**src/hw/sirb_pkg.sv**
```systemverilog
// Constants, field layouts and carrier types of the serial port register banks.
// Assumes a single 100 MHz clock domain and a byte-wide register port.
package sirb_pkg;
    localparam int          BANK_CNT      = 8;
    localparam int          REG_CNT       = 8;
    localparam logic [2:0]  OFF_BAUD_LO   = 3'h0;
    localparam logic [2:0]  OFF_BAUD_HI   = 3'h1;
    localparam logic [2:0]  OFF_EXTENDED_CONTROL_1     = 3'h2;
    localparam logic [2:0]  OFF_BANK_SEL  = 3'h3;
    localparam logic [2:0]  OFF_EXTENDED_CONTROL_2     = 3'h4;
    localparam logic [2:0]  OFF_TX_FIFO_LEVEL     = 3'h6;
    localparam logic [2:0]  OFF_RX_FIFO_LEVEL     = 3'h7;
    localparam logic [2:0]  OFF_MOD_ID    = 3'h0;
    localparam logic [2:0]  OFF_LCR_SHDW  = 3'h1;
    localparam logic [2:0]  OFF_FCR_SHDW  = 3'h2;
    localparam logic [2:0]  OFF_IR_CONTROL_1     = 3'h2;
    localparam logic [2:0]  OFF_IR_CONTROL_2     = 3'h4;
    localparam logic [2:0]  OFF_IR_CONTROL_3     = 3'h0;
    localparam logic [2:0]  OFF_SIR_PULSE_WIDTH    = 3'h2;
    localparam logic [2:0]  OFF_DEMOD     = 3'h0;
    localparam logic [2:0]  OFF_MOD       = 3'h1;
    localparam logic [2:0]  OFF_CEIR      = 3'h2;
    localparam logic [2:0]  OFF_IR_INTERFACE_CONFIG_1    = 3'h4;
    localparam logic [2:0]  OFF_IR_INTERFACE_CONFIG_3    = 3'h6;
    localparam logic [2:0]  OFF_IR_INTERFACE_CONFIG_4    = 3'h7;
    // Writable bit masks; reserved bits are zero here
    localparam logic [7:0]  MASK_EXTENDED_CONTROL_1    = 8'hB9;
    localparam logic [7:0]  MASK_EXTENDED_CONTROL_2    = 8'hB0;
    localparam logic [7:0]  MASK_TX_FIFO_LEVEL    = 8'h0F;
    localparam logic [7:0]  MASK_RX_FIFO_LEVEL    = 8'h1F;
    localparam logic [7:0]  MASK_IR_CONTROL_1    = 8'h0C;
    localparam logic [7:0]  MASK_IR_CONTROL_2    = 8'h13;
    localparam logic [7:0]  MASK_IR_CONTROL_3    = 8'hC0;
    localparam logic [7:0]  MASK_SIR_PULSE_WIDTH   = 8'h0F;
    localparam logic [7:0]  MASK_IR_INTERFACE_CONFIG_3   = 8'h77;
    localparam logic [7:0]  MASK_IR_INTERFACE_CONFIG_4   = 8'hB8;
    localparam int          BANK_SELECT_ENABLE_BIT      = 7;
    localparam logic [7:0]  RST_VALUE     = 8'h00;

    typedef logic [2:0] sirb_bank_type;

    // Control state handed to the serial and infrared datapaths
    typedef struct packed {
        logic [15:0] baud_div;
        logic [7:0]  line_control;
        logic [7:0]  ext_ctrl1;
        logic [7:0]  ext_ctrl2;
        logic [3:0]  tx_fifo_lvl;
        logic [4:0]  rx_fifo_lvl;
        logic [7:0]  ir_ctrl1;
        logic [7:0]  ir_ctrl2;
        logic [7:0]  ir_ctrl3;
        logic [3:0]  pulse_width_field;
        logic [7:0]  ir_cfg1;
        logic [7:0]  ir_cfg3;
        logic [7:0]  ir_cfg4;
    } sirb_ctrl_type;

    // Read-only state reported by the datapaths
    typedef struct packed {
        logic [2:0]  demod_bandwidth;
        logic [4:0]  demod_frequency;
        logic [2:0]  carrier_pulse_width;
        logic [4:0]  carrier_frequency;
        logic [7:0]  ceir_config;
        logic [7:0]  fifo_control;
    } sirb_stat_type;
endpackage

```
**src/hw/sirb_bank_decode.sv**
```systemverilog
// Bank decoder for the line control / bank select byte.
// Assumes the byte comes straight from the register flip-flop.
`timescale 1ns/1ps
module sirb_bank_decode (
    // Register value
    input  wire logic [7:0]             sel_i,
    // Active bank
    output sirb_pkg::sirb_bank_type     bank_o
);
    import sirb_pkg::*;

    // Bank code map; unlisted codes with bits 7 and 6 set and bits 1:0 clear fall back to bank 0
    always_comb begin
        bank_o = 3'h0;
        if (sel_i[BANK_SELECT_ENABLE_BIT]) begin
            if (!sel_i[6] || sel_i[1] || sel_i[0]) begin
                bank_o = 3'h1;
            end else begin
                case (sel_i[5:0])
                    6'h20:   bank_o = 3'h2;
                    6'h24:   bank_o = 3'h3;
                    6'h28:   bank_o = 3'h4;
                    6'h2C:   bank_o = 3'h5;
                    6'h30:   bank_o = 3'h6;
                    6'h34:   bank_o = 3'h7;
                    default: bank_o = 3'h0;
                endcase
            end
        end
    end
endmodule

```
**src/hw/sirb_regs.sv**
```systemverilog
// Banked register file of the second serial port with its infrared controls.
// Assumes a byte register port with read data one cycle after the read strobe.
//
// Decided for this implementation: the address-and-strobe port.
`timescale 1ns/1ps
module sirb_regs #(
    parameter int         DATA_W      = 8,
    parameter logic [3:0] MODULE_ID   = 4'hA, // Arbitrary value
    parameter logic [3:0] REVISION_ID = 4'h1  // Arbitrary value
) (
    // Clock and reset
    input  wire logic                   clk_i,
    input  wire logic                   resetn_i,
    // Register port
    input  wire logic [2:0]             addr_i,
    input  wire logic [DATA_W-1:0]      wdata_i,
    input  wire logic                   wr_i,
    input  wire logic                   rd_i,
    output logic      [DATA_W-1:0]      rdata_o,
    // Datapath state and controls
    input  sirb_pkg::sirb_stat_type     stat_i,
    output sirb_pkg::sirb_ctrl_type     ctrl_o,
    output sirb_pkg::sirb_bank_type     bank_o,
    // DMA requests and channel assignment
    input  wire logic                   dma_tx_req_i,
    input  wire logic                   dma_rx_req_i,
    input  wire logic [1:0]             dma_ch_en_i,
    output logic      [1:0]             dma_req_o
);
    import sirb_pkg::*;

    initial begin
        if (DATA_W != 8) begin
            $error("sirb_regs serves a byte-wide register port only");
        end
    end

    logic [7:0]     line_control_reg;
    logic [7:0]     baud_lo_reg;
    logic [7:0]     baud_hi_reg;
    logic [7:0]     extended_control_1_reg;
    logic [7:0]     extended_control_2_reg;
    logic [7:0]     tx_fifo_level_reg;
    logic [7:0]     rx_fifo_level_reg;
    logic [7:0]     ir_control_1_reg;
    logic [7:0]     ir_control_2_reg;
    logic [7:0]     ir_control_3_reg;
    logic [7:0]     sir_pulse_width_reg;
    logic [7:0]     ir_interface_config_1_reg;
    logic [7:0]     ir_interface_config_3_reg;
    logic [7:0]     ir_interface_config_4_reg;
    logic [7:0]     rdata_reg;
    logic [7:0]     rdata_next;
    sirb_bank_type  bank;

    // Access hit on one register of one bank
    function automatic logic hit(input sirb_bank_type b, input logic [2:0] a,
                                 input sirb_bank_type tb, input logic [2:0] ta);
        hit = (b == tb) && (a == ta);
    endfunction

    // Decode of the active bank from the shared register
    sirb_bank_decode u_bank_decode (
        .sel_i  (line_control_reg),
        .bank_o (bank)
    );

    // Shared line control / bank select, reachable in every bank
    always_ff @(posedge clk_i or negedge resetn_i) begin
        if (!resetn_i) begin
            line_control_reg <= RST_VALUE;
        end else if (wr_i && addr_i == OFF_BANK_SEL) begin
            line_control_reg <= wdata_i;
        end
    end

    // Banks 1 to 2: baud divisor, bank 1 aliasing the legacy view
    always_ff @(posedge clk_i or negedge resetn_i) begin
        if (!resetn_i) begin
            baud_lo_reg <= RST_VALUE;
            baud_hi_reg <= RST_VALUE;
        end else if (wr_i && (bank == 3'h1 || bank == 3'h2)) begin
            if (addr_i == OFF_BAUD_LO) begin
                baud_lo_reg <= wdata_i;
            end
            if (addr_i == OFF_BAUD_HI) begin
                baud_hi_reg <= wdata_i;
            end
        end
    end

    // Bank 2 extended controls and FIFO levels, reserved bits held at zero
    always_ff @(posedge clk_i or negedge resetn_i) begin
        if (!resetn_i) begin
            extended_control_1_reg <= RST_VALUE;
            extended_control_2_reg <= RST_VALUE;
            tx_fifo_level_reg <= RST_VALUE;
            rx_fifo_level_reg <= RST_VALUE;
        end else if (wr_i) begin
            if (hit(bank, addr_i, 3'h2, OFF_EXTENDED_CONTROL_1)) begin
                extended_control_1_reg <= wdata_i & MASK_EXTENDED_CONTROL_1;
            end
            if (hit(bank, addr_i, 3'h2, OFF_EXTENDED_CONTROL_2)) begin
                extended_control_2_reg <= wdata_i & MASK_EXTENDED_CONTROL_2;
            end
            if (hit(bank, addr_i, 3'h2, OFF_TX_FIFO_LEVEL)) begin
                tx_fifo_level_reg <= wdata_i & MASK_TX_FIFO_LEVEL;
            end
            if (hit(bank, addr_i, 3'h2, OFF_RX_FIFO_LEVEL)) begin
                rx_fifo_level_reg <= wdata_i & MASK_RX_FIFO_LEVEL;
            end
        end
    end

    // Banks 4 to 6: infrared-only controls
    always_ff @(posedge clk_i or negedge resetn_i) begin
        if (!resetn_i) begin
            ir_control_1_reg  <= RST_VALUE;
            ir_control_2_reg  <= RST_VALUE;
            ir_control_3_reg  <= RST_VALUE;
            sir_pulse_width_reg <= RST_VALUE;
        end else if (wr_i) begin
            if (hit(bank, addr_i, 3'h4, OFF_IR_CONTROL_1)) begin
                ir_control_1_reg <= wdata_i & MASK_IR_CONTROL_1;
            end
            if (hit(bank, addr_i, 3'h5, OFF_IR_CONTROL_2)) begin
                ir_control_2_reg <= wdata_i & MASK_IR_CONTROL_2;
            end
            if (hit(bank, addr_i, 3'h6, OFF_IR_CONTROL_3)) begin
                ir_control_3_reg <= wdata_i & MASK_IR_CONTROL_3;
            end
            if (hit(bank, addr_i, 3'h6, OFF_SIR_PULSE_WIDTH)) begin
                sir_pulse_width_reg <= wdata_i & MASK_SIR_PULSE_WIDTH;
            end
        end
    end

    // Bank 7 writable interface configuration
    always_ff @(posedge clk_i or negedge resetn_i) begin
        if (!resetn_i) begin
            ir_interface_config_1_reg <= RST_VALUE;
            ir_interface_config_3_reg <= RST_VALUE;
            ir_interface_config_4_reg <= RST_VALUE;
        end else if (wr_i) begin
            if (hit(bank, addr_i, 3'h7, OFF_IR_INTERFACE_CONFIG_1)) begin
                ir_interface_config_1_reg <= wdata_i;
            end
            if (hit(bank, addr_i, 3'h7, OFF_IR_INTERFACE_CONFIG_3)) begin
                ir_interface_config_3_reg <= wdata_i & MASK_IR_INTERFACE_CONFIG_3;
            end
            if (hit(bank, addr_i, 3'h7, OFF_IR_INTERFACE_CONFIG_4)) begin
                ir_interface_config_4_reg <= wdata_i & MASK_IR_INTERFACE_CONFIG_4;
            end
        end
    end

    // Read multiplexer over bank and offset; unlisted places read zero
    always_comb begin
        rdata_next = 8'h00;
        if (addr_i == OFF_BANK_SEL) begin
            rdata_next = line_control_reg;
        end else begin
            case (bank)
                3'h1, 3'h2: begin
                    case (addr_i)
                        OFF_BAUD_LO: rdata_next = baud_lo_reg;
                        OFF_BAUD_HI: rdata_next = baud_hi_reg;
                        OFF_EXTENDED_CONTROL_1:   rdata_next = (bank == 3'h2) ? extended_control_1_reg : 8'h00;
                        OFF_EXTENDED_CONTROL_2:   rdata_next = (bank == 3'h2) ? extended_control_2_reg : 8'h00;
                        OFF_TX_FIFO_LEVEL:   rdata_next = (bank == 3'h2) ? tx_fifo_level_reg : 8'h00;
                        OFF_RX_FIFO_LEVEL:   rdata_next = (bank == 3'h2) ? rx_fifo_level_reg : 8'h00;
                        default:     rdata_next = 8'h00;
                    endcase
                end
                3'h3: begin
                    case (addr_i)
                        OFF_MOD_ID:   rdata_next = {MODULE_ID, REVISION_ID};
                        OFF_LCR_SHDW: rdata_next = line_control_reg;
                        OFF_FCR_SHDW: rdata_next = stat_i.fifo_control;
                        default:      rdata_next = 8'h00;
                    endcase
                end
                3'h4: rdata_next = (addr_i == OFF_IR_CONTROL_1) ? ir_control_1_reg : 8'h00;
                3'h5: rdata_next = (addr_i == OFF_IR_CONTROL_2) ? ir_control_2_reg : 8'h00;
                3'h6: begin
                    case (addr_i)
                        OFF_IR_CONTROL_3:  rdata_next = ir_control_3_reg;
                        OFF_SIR_PULSE_WIDTH: rdata_next = sir_pulse_width_reg;
                        default:    rdata_next = 8'h00;
                    endcase
                end
                3'h7: begin
                    case (addr_i)
                        OFF_DEMOD:  rdata_next = {stat_i.demod_bandwidth, stat_i.demod_frequency};
                        OFF_MOD:    rdata_next = {stat_i.carrier_pulse_width, stat_i.carrier_frequency};
                        OFF_CEIR:   rdata_next = stat_i.ceir_config;
                        OFF_IR_INTERFACE_CONFIG_1: rdata_next = ir_interface_config_1_reg;
                        OFF_IR_INTERFACE_CONFIG_3: rdata_next = ir_interface_config_3_reg;
                        OFF_IR_INTERFACE_CONFIG_4: rdata_next = ir_interface_config_4_reg;
                        default:    rdata_next = 8'h00;
                    endcase
                end
                default: rdata_next = 8'h00;
            endcase
        end
    end

    // Read data stands for the one cycle after the strobe, zero otherwise
    always_ff @(posedge clk_i or negedge resetn_i) begin
        if (!resetn_i) begin
            rdata_reg <= RST_VALUE;
        end else begin
            rdata_reg <= rd_i ? rdata_next : 8'h00;
        end
    end

    // DMA routing: two channels split by direction, one channel carries both
    always_comb begin
        case (dma_ch_en_i)
            2'h3:    dma_req_o = {dma_tx_req_i, dma_rx_req_i};
            2'h1:    dma_req_o = {1'b0, dma_tx_req_i | dma_rx_req_i};
            2'h2:    dma_req_o = {dma_tx_req_i | dma_rx_req_i, 1'b0};
            default: dma_req_o = 2'h0;
        endcase
    end

    // Outputs from the register flip-flops, the bank through the decoder
    assign rdata_o = rdata_reg;
    assign bank_o  = bank;
    assign ctrl_o  = '{baud_div:          {baud_hi_reg, baud_lo_reg},
                       line_control:      line_control_reg,
                       ext_ctrl1:         extended_control_1_reg,
                       ext_ctrl2:         extended_control_2_reg,
                       tx_fifo_lvl:       tx_fifo_level_reg[3:0],
                       rx_fifo_lvl:       rx_fifo_level_reg[4:0],
                       ir_ctrl1:          ir_control_1_reg,
                       ir_ctrl2:          ir_control_2_reg,
                       ir_ctrl3:          ir_control_3_reg,
                       pulse_width_field: sir_pulse_width_reg[3:0],
                       ir_cfg1:           ir_interface_config_1_reg,
                       ir_cfg3:           ir_interface_config_3_reg,
                       ir_cfg4:           ir_interface_config_4_reg};

    // Checks on bank selection, read path and DMA routing
    bank_zero_a: assert property (@(posedge clk_i) disable iff (!resetn_i)
        !line_control_reg[BANK_SELECT_ENABLE_BIT] |-> bank == 3'h0)
        else $error("bank not zero while bank select disabled");

    bank_next_a: assert property (@(posedge clk_i) disable iff (!resetn_i)
        (wr_i && addr_i == OFF_BANK_SEL && wdata_i == 8'hE8) |=> bank == 3'h4)
        else $error("new bank not active on next access");

    bsr_read_a: assert property (@(posedge clk_i) disable iff (!resetn_i)
        (rd_i && addr_i == OFF_BANK_SEL) |=> rdata_o == $past(line_control_reg))
        else $error("bank select not readable in current bank");

    reserved_zero_a: assert property (@(posedge clk_i) disable iff (!resetn_i)
        (rd_i && addr_i == 3'h5) |=> rdata_o == 8'h00)
        else $error("reserved offset read non-zero");

    pulse_width_a: assert property (@(posedge clk_i) disable iff (!resetn_i)
        (wr_i && bank == 3'h6 && addr_i == OFF_SIR_PULSE_WIDTH) ##1 rd_i && addr_i == OFF_SIR_PULSE_WIDTH && bank == 3'h6
        |=> rdata_o == {4'h0, $past(wdata_i[3:0], 2)})
        else $error("pulse width read back wrong");

    demod_read_a: assert property (@(posedge clk_i) disable iff (!resetn_i)
        (rd_i && bank == 3'h7 && addr_i == OFF_DEMOD)
        |=> rdata_o == $past({stat_i.demod_bandwidth, stat_i.demod_frequency}))
        else $error("demodulator control read wrong");

    mod_read_a: assert property (@(posedge clk_i) disable iff (!resetn_i)
        (rd_i && bank == 3'h7 && addr_i == OFF_MOD)
        |=> rdata_o == $past({stat_i.carrier_pulse_width, stat_i.carrier_frequency}))
        else $error("modulator control read wrong");

    ir_hidden_a: assert property (@(posedge clk_i) disable iff (!resetn_i)
        (rd_i && bank == 3'h0 && addr_i != OFF_BANK_SEL) |=> rdata_o == 8'h00)
        else $error("infrared control visible in shared bank");

    dma_split_a: assert property (@(posedge clk_i) disable iff (!resetn_i)
        dma_ch_en_i == 2'h3 |-> dma_req_o == {dma_tx_req_i, dma_rx_req_i})
        else $error("two-channel routing wrong");

    dma_single_a: assert property (@(posedge clk_i) disable iff (!resetn_i)
        dma_ch_en_i == 2'h1 |-> dma_req_o == {1'b0, dma_tx_req_i | dma_rx_req_i})
        else $error("one-channel routing wrong");

endmodule

```
**config.mk**
```make
export PLATFORM = sky130hd
export DESIGN_NAME = sirb_regs
export DESIGN_NICKNAME = d
export VERILOG_FILES = /design/src/hw/sirb_pkg.sv /design/src/hw/sirb_bank_decode.sv /design/src/hw/sirb_regs.sv
export SDC_FILE = /design/constraint.sdc
export NUM_CORES = 1
export LEC_CHECK = 0
export ABC_AREA = 1
export BUFFER_PORTS_ARGS = -buffer_cell sky130_fd_sc_hd__buf_2
export CORE_UTILIZATION = 24
export DETAILED_ROUTE_END_ITERATION = 16
export GPL_TIMING_DRIVEN = 0
export PLACE_DENSITY = 0.45
export SLEW_MARGIN = 10
export SYNTH_ARGS = -nofsm -noshare
export SYNTH_HDL_FRONTEND = slang
export SYNTH_SLANG_ARGS = --single-unit
```
**constraint.sdc**
```tcl
create_clock -name clk_i -period 3.25 [get_ports clk_i]
set_input_delay 0.65 -clock clk_i [delete_from_list [all_inputs] [get_ports clk_i]]
set_output_delay 0.65 -clock clk_i [all_outputs]
set_load 0.02 [all_outputs]
```
==> results of run 1 <==
[metrics by stage]
stage	setup slack, ps	area (um2)
after detailed placement	597	5400
after floorplan	1310	4430
after CTS	904	5750
after global placement	569	5370
final	904	5750
after global routing	730	5750
[area by class of cell]
cell class / count / area [um2] / share of cell area, %
Multi-Input combinational cell: 428 / 1980 / 34.5
Clock inverter: 6 / 115 / 2.00
Clock buffer: 10 / 239 / 4.15
Buffer: 48 / 314 / 5.46
Tap cell: 225 / 282 / 4.89
Timing Repair Buffer: 133 / 691 / 12.0
Sequential cell: 78 / 1950 / 33.9
Inverter: 47 / 176 / 3.07
[cells in the mapped netlist (5+ instances only)]
| cell type | count | area [um2] |
|---|---|---|
| a21oi_1 | 6 | 30.0 |
| a22o_1 | 8 | 70.1 |
| buf_2 | 5 | 25.0 |
| buf_4 | 32 | 240 |
| clkbuf_1 | 8 | 30.0 |
| dfrtp_1 | 78 | 1950 |
| inv_1 | 41 | 154 |
| inv_2 | 5 | 18.8 |
| nand2_1 | 187 | 702 |
| nand2_2 | 5 | 31.3 |
| nand3_1 | 50 | 250 |
| nand3_2 | 5 | 50.1 |
| nand4_1 | 9 | 56.3 |
| nor2_1 | 32 | 120 |
| o21ai_0 | 41 | 205 |
| o21ai_1 | 37 | 185 |
[per-layer routing]
metal / track usage [%] / part of all wire [%] / vias to the layer above / routed length [um]
met5: 0 / 0 / - / 0
met4: 4.94 / 0.69 / 0 / 110
met3: 5.03 / 7.3 / 8 / 1170
met2: 28.4 / 47 / 139 / 7500
met1: 24.1 / 45 / 1968 / 7250
li1: - / - / 2158 / -
[where the power goes]
group / switching [mW] / internal (mW) / leakage, nW / total, mW
sequential: 0.119 / 1.07 / 1.06 / 1.19
clock: 0.434 / 0.777 / 0.170 / 1.21
combinational: 0.430 / 0.214 / 1.91 / 0.643
[kinds of logic after synthesis]
kind of cell | count (synthesis)
and+or+nand+nor | 300
AOI/OAI and AO/OA | 97
buffers and inverters | 95
DFF | 78
other | 1
[worst max path at each step]
stage                           to  slack, ps  depth (start not counted)
CTS                      bank_o[2]        900                          4
global placement        rdata_o[5]        570                         11
finish                   bank_o[2]        900                          5
detailed placement      rdata_o[3]        600                         13
floorplan           baud_hi_reg[5]       1310                         12
global route            rdata_o[3]        730                         13
[worst max-delay path, cell delays in order (launching register included)]
cell and delay, ps:
dfrtp_1 460, inv_2 90, nor3_2 170, nand2_1 120
nor2_4 250, buf_2 240
==> qor.csv, run 1 <==
stage;metric;value;unit
floorplan;Core Region;17400;um2
sta;final hold violations;0;
detailed_routing;Post-DRT Antenna Nets;0;
floorplan;chip width;136;um
sta;setup TNS;0;ps
cells_and_area;filler instances;1924;
logic_synthesis;compound-cell area share of the yosys netlist;12.4;%
worst_setup_path;Worst EP required;2600;ps
sta;hold slack;261;ps
floorplan;Starting Density;24.8;%
power;Cell Pwr Density;529;nW/um2
sta;fmax;426;MHz
cells_and_area;Final #Nets;796;
placed_design;dpl cells;959;
worst_setup_path;Arr. time, crit path;1700;ps
floorplan;Die Y;136;um
global_routing;number of global-route vias before repair;4077;
clocking;clock sink total;78;
logic_synthesis;Cell Area, Synth;4310;um2
power;Final Power;3.05;mW
floorplan;Std-Cell Rows;48;
worst_setup_path;critical path class;flip-flop to output port;
sta;RSZ-0062 raised after global routing;no;
sta;Clock Skew;13.9;ps
clocking;H-tree depth;3;
clocking;# hold bufs at CTS;0;
logic_synthesis;Seq cells post-synth;78;
cells_and_area;commonest non-fill, non-tap cells in the layout;nand2_1 (187), buf_2 (136), dfrtp_1 (78);
logic_synthesis;Primary FF master, synth;dfrtp_1;
logic_synthesis;Avg Inst Size Synth;7.55;um2
worst_setup_path;Crit Path Max Fanout;8;
logic_synthesis;sequential share of the synthesized area;45.3;%
cells_and_area;Area growth syn-to-layout;33.4;%
worst_setup_path;crit end category;output port;
sta;Min Clock Period, post-route;2350;ps
worst_setup_path;RR Startpoint;line_control_reg[5];
logic_synthesis;Post-Synth XOR/XNOR Area;0;%
cells_and_area;post-route core utilization;33.0;%
worst_setup_path;Worst R2R Path Depth;12;
cells_and_area;fin cells;975;
sta;Tightest Pin Transition;780;ps
sta;period utilization;72.2;%
floorplan;DIE AREA;18500;um2
logic_synthesis;Synth Area in Adders;0;%
logic_synthesis;mux cell area share after synthesis;0;%
detailed_routing;Initial DRC Count;265;
job;total of max-cap violations;0;
clocking;CTS tree;built;
run_status;status;completed;
power;Worst IR Drop VDD;423;uV
detailed_routing;DR WL/cell;16.4;um
floorplan;IO Pins;165;
global_routing;antenna violations before repair;0;
logic_synthesis;Post-Synthesis Cells;571;
global_routing;largest net degree at the start of global routing;42;
worst_setup_path;Critical Path Source Type;flip-flop;
logic_synthesis;Yosys Warn Count;0;
cells_and_area;layout cells sized above 1;28.1;%
sta;Final Setup Violations;0;
clocking;CTS Buf Count;9;
clocking;Clock transition at path regs;60;ps
clocking;Clock Latency Late Sink;350;ps
logic_synthesis;Yosys cell types;30;
detailed_routing;total vias in the final route;4273;
logic_synthesis;number of flops mapped to enable cells by yosys;0;
logic_synthesis;main combinational cell family by area after synthesis;simple AND/OR/NAND/NOR gates;
logic_synthesis;Post-synth ARST share;100;%
detailed_routing;DRT Pass-1 Iters;5;
clocking;CTS Buffer Depth;2;
global_routing;grt ovf;0;
placed_design;DP HPWL;12400;um
detailed_routing;DR DRC count;0;
clocking;number of setup buffers added after CTS;0;
global_routing;first-pass GRT wire length;24400;um
placed_design;IO Port Bufs;132;
sta;Pins Over Slew Limit;0;
detailed_routing;Vias per Instance;4.38;
cells_and_area;number of diodes;0;
logic_synthesis;simple logic cell fraction of the synthesized area;30.8;%
clocking;clock tree root buffer cell;clkbuf_16;
worst_hold_path;Min-Delay Path Class;input pin to async pin;
sta;max_slew headroom;48.0;%
global_routing;GRT Util Overall;18.1;%
power;leakage power;3.14;nW
worst_setup_path;Setup crit start;line_control_reg[5];
detailed_routing;Routed WL;16000;um
worst_setup_path;r2r setup slk;1020;ps
cells_and_area;commonest non-fill, non-tap cell in the layout;nand2_1;
clocking;PostCTS Resize Cnt;0;
placed_design;gpl congestion;0.869;
worst_setup_path;worst flop-to-flop path endpoint;rdata_o[3];
No activity file was read; power rests on OpenSTA's default activity.
==> run 2: changes to the inputs <==
Clock period 3.25 ns to 2.2 ns, I/O delays scaled along.
==> qor.csv, run 2 (synthesis results as in run 1) <==
stage;metric;value;unit;change
worst_setup_path;Crit Path Max Fanout;10;;was 8
power;leakage power;3.18;nW;was 3.14 nW
detailed_routing;Routed WL;16200;um;was 16,000 um
floorplan;chip width;136;um;unchanged
cells_and_area;layout cells sized above 1;30.6;%;was 28.1%
sta;Pins Over Slew Limit;0;;unchanged
cells_and_area;number of diodes;0;;unchanged
floorplan;Std-Cell Rows;48;;unchanged
floorplan;Die Y;136;um;unchanged
worst_setup_path;Critical Path Source Type;flip-flop;;unchanged
power;Worst IR Drop VDD;622;uV;was 423 uV
global_routing;number of global-route vias before repair;4082;;was 4,077
clocking;Clock Latency Late Sink;360;ps;was 350 ps
run_status;status;completed;;unchanged
sta;Tightest Pin Transition;770;ps;was 780 ps
clocking;CTS Buf Count;9;;unchanged
sta;final hold violations;0;;unchanged
sta;Clock Skew;10.8;ps;was 13.9 ps
clocking;CTS Buffer Depth;2;;unchanged
worst_setup_path;worst stage delay on the critical path;460;ps;about the same
sta;max_slew headroom;48.7;%;was 48.0%
worst_setup_path;Critical Path, Cell by Cell;inv_2, nor3_2, nand2_1, nor2_4, nor2_2, clkbuf_4, nand3_1, nand2_1, o21ai_2, nand3_1, nand2_1, inv_1;;was inv_2, nor3_2, nand2_1, nor2_4, buf_2
power;Cell Pwr Density;775;nW/um2;was 529 nW/um2
detailed_routing;DR DRC count;0;;unchanged
detailed_routing;Vias per Instance;4.39;;was 4.38
worst_setup_path;crit end category;flip-flop;;was output port
worst_setup_path;CP dominant cell by count;nand2_1;;
clocking;clock tree root buffer cell;clkbuf_16;;unchanged
floorplan;Starting Density;24.8;%;unchanged
placed_design;IO Port Bufs;132;;unchanged
global_routing;first-pass GRT wire length;24400;um;about the same
detailed_routing;Initial DRC Count;239;;was 265
cells_and_area;post-route cell area;5870;um2;was 5750 um2
floorplan;DIE AREA;18500;um2;unchanged
cells_and_area;commonest non-fill, non-tap cell in the layout;nand2_1;;unchanged
placed_design;DP HPWL;12400;um;unchanged
cells_and_area;commonest non-fill, non-tap cells in the layout;nand2_1 (187), buf_2 (134), dfrtp_1 (74);;was nand2_1 (187), buf_2 (136), dfrtp_1 (78)
sta;period utilization;93.7;%;
worst_hold_path;Min-Delay Path Class;input pin to async pin;;unchanged
worst_setup_path;Top delay family on crit path;simple AND/OR/NAND/NOR gates;;unchanged
worst_setup_path;Worst EP required;2450;ps;was 2600 ps
global_routing;antenna violations before repair;0;;unchanged
sta;fmax;485;MHz;
clocking;Clock transition at path regs;70;ps;was 60 ps
detailed_routing;DRT Pass-1 Iters;4;;was 5
worst_setup_path;Arr. time, crit path;2310;ps;was 1700 ps
sta;Final Setup Violations;0;;unchanged
global_routing;largest net degree at the start of global routing;42;;unchanged
placed_design;Post-DP Area;5400;um2;unchanged
clocking;CTS tree;built;;unchanged
global_routing;GRT Util Overall;18.1;%;about the same
cells_and_area;Final #Nets;803;;was 796
worst_setup_path;Crit-path slowest cell;dfrtp_1;;unchanged
floorplan;Core Region;17400;um2;unchanged
clocking;H-tree depth;3;;unchanged
worst_setup_path;critical path class;flip-flop to flip-flop;;was flip-flop to output port
placed_design;dpl cells;959;;unchanged
worst_setup_path;worst path bufs/invs;3;;was 2
detailed_routing;Post-DRT Antenna Nets;0;;unchanged
cells_and_area;multi-input logic area;2020;um2;was 1980 um2
cells_and_area;filler instances;1911;;was 1,924
cells_and_area;Area growth syn-to-layout;36.1;%;was 33.4%
clocking;clock sink total;78;;unchanged
power;Final Power;4.55;mW;was 3.05 mW
sta;Min Clock Period, post-route;2060;ps;
global_routing;grt ovf;0;;unchanged
cells_and_area;fin cells;982;;was 975
detailed_routing;DR WL/cell;16.5;um;was 16.4 um
job;total of max-cap violations;0;;unchanged
floorplan;IO Pins;165;;unchanged
detailed_routing;total vias in the final route;4314;;was 4,273
sta;setup TNS;0;ps;unchanged
cells_and_area;total area of sequential cells;1960;um2;was 1950 um2
placed_design;gpl congestion;0.869;;unchanged
[run 2: cell type report]
type                    count  area share [%]
clock buffers              10            4.07
plain buffers              47            5.42
clock inverters             6            1.96
well taps                 225            4.80
multi-input cells         428            34.4
flip-flops and latches     78            33.3
inverters                  47            3.01
repair buffers            141            13.0
[run 2: path summary, 6_finish.rpt]
check	startpoint	end	slack, ps	cells past startpoint
min in group clk_i	rd_i	rdata_o[0]	430	3
setup / recovery	line_control_reg[5]	rdata_o[3]	140	12
max in group asynchronous	resetn_i	ir_interface_config_3_reg[0]	1540	2
hold / removal	resetn_i	baud_lo_reg[5]	60	1
hold reg to reg	ir_control_3_reg[7]	ir_control_3_reg[7]	510	2
setup reg to reg	line_control_reg[5]	rdata_o[3]	140	12
[run 2: through the flow]
step           util, %  setup WS, ps  hold WS [ps]
2_1_floorplan        -           264           144
3_3_place_gp      30.8          -271           495
3_5_place_dp      31.0          -243           449
4_1_cts           33.1          14.3          71.9
5_1_grt           33.7         -3.56          99.1
6_report          33.7           139          63.8
[run 2: metal layers]
| metal | share of wire, % | track usage [%] | up-vias |
|---|---|---|---|
| met2 | 45 | 28.3 | 153 |
| met3 | 7.2 | 4.85 | 15 |
| met4 | 1.5 | 5.06 | 0 |
| li1 | - | - | 2169 |
| met1 | 46 | 24.3 | 1977 |
| met5 | 0 | 0 | - |
[run 2: where the power goes]
group,internal [mW],switching [mW],total [mW]
sequential,1.59,0.177,1.76
clock,1.15,0.643,1.79
combinational,0.343,0.648,0.991
total,3.08,1.47,4.55
[run 2: repair_timing]
action                     CTS  global route
gates resized for setup      0            18
buffers inserted             2             6
setup endpoints to repair    1            62
hold buffers                 0             0
pin swaps                    1             1
[run 2: worst reg2reg max path: stages, from the launching register on]
cell and delay, ps:
dfrtp_1 460, inv_2 90, nor3_2 170, nand2_1 120, nor2_4 200, nor2_2 80, clkbuf_4 190, nand3_1 100
nand2_1 80, o21ai_2 230, nand3_1 120, nand2_1 80, inv_1 40
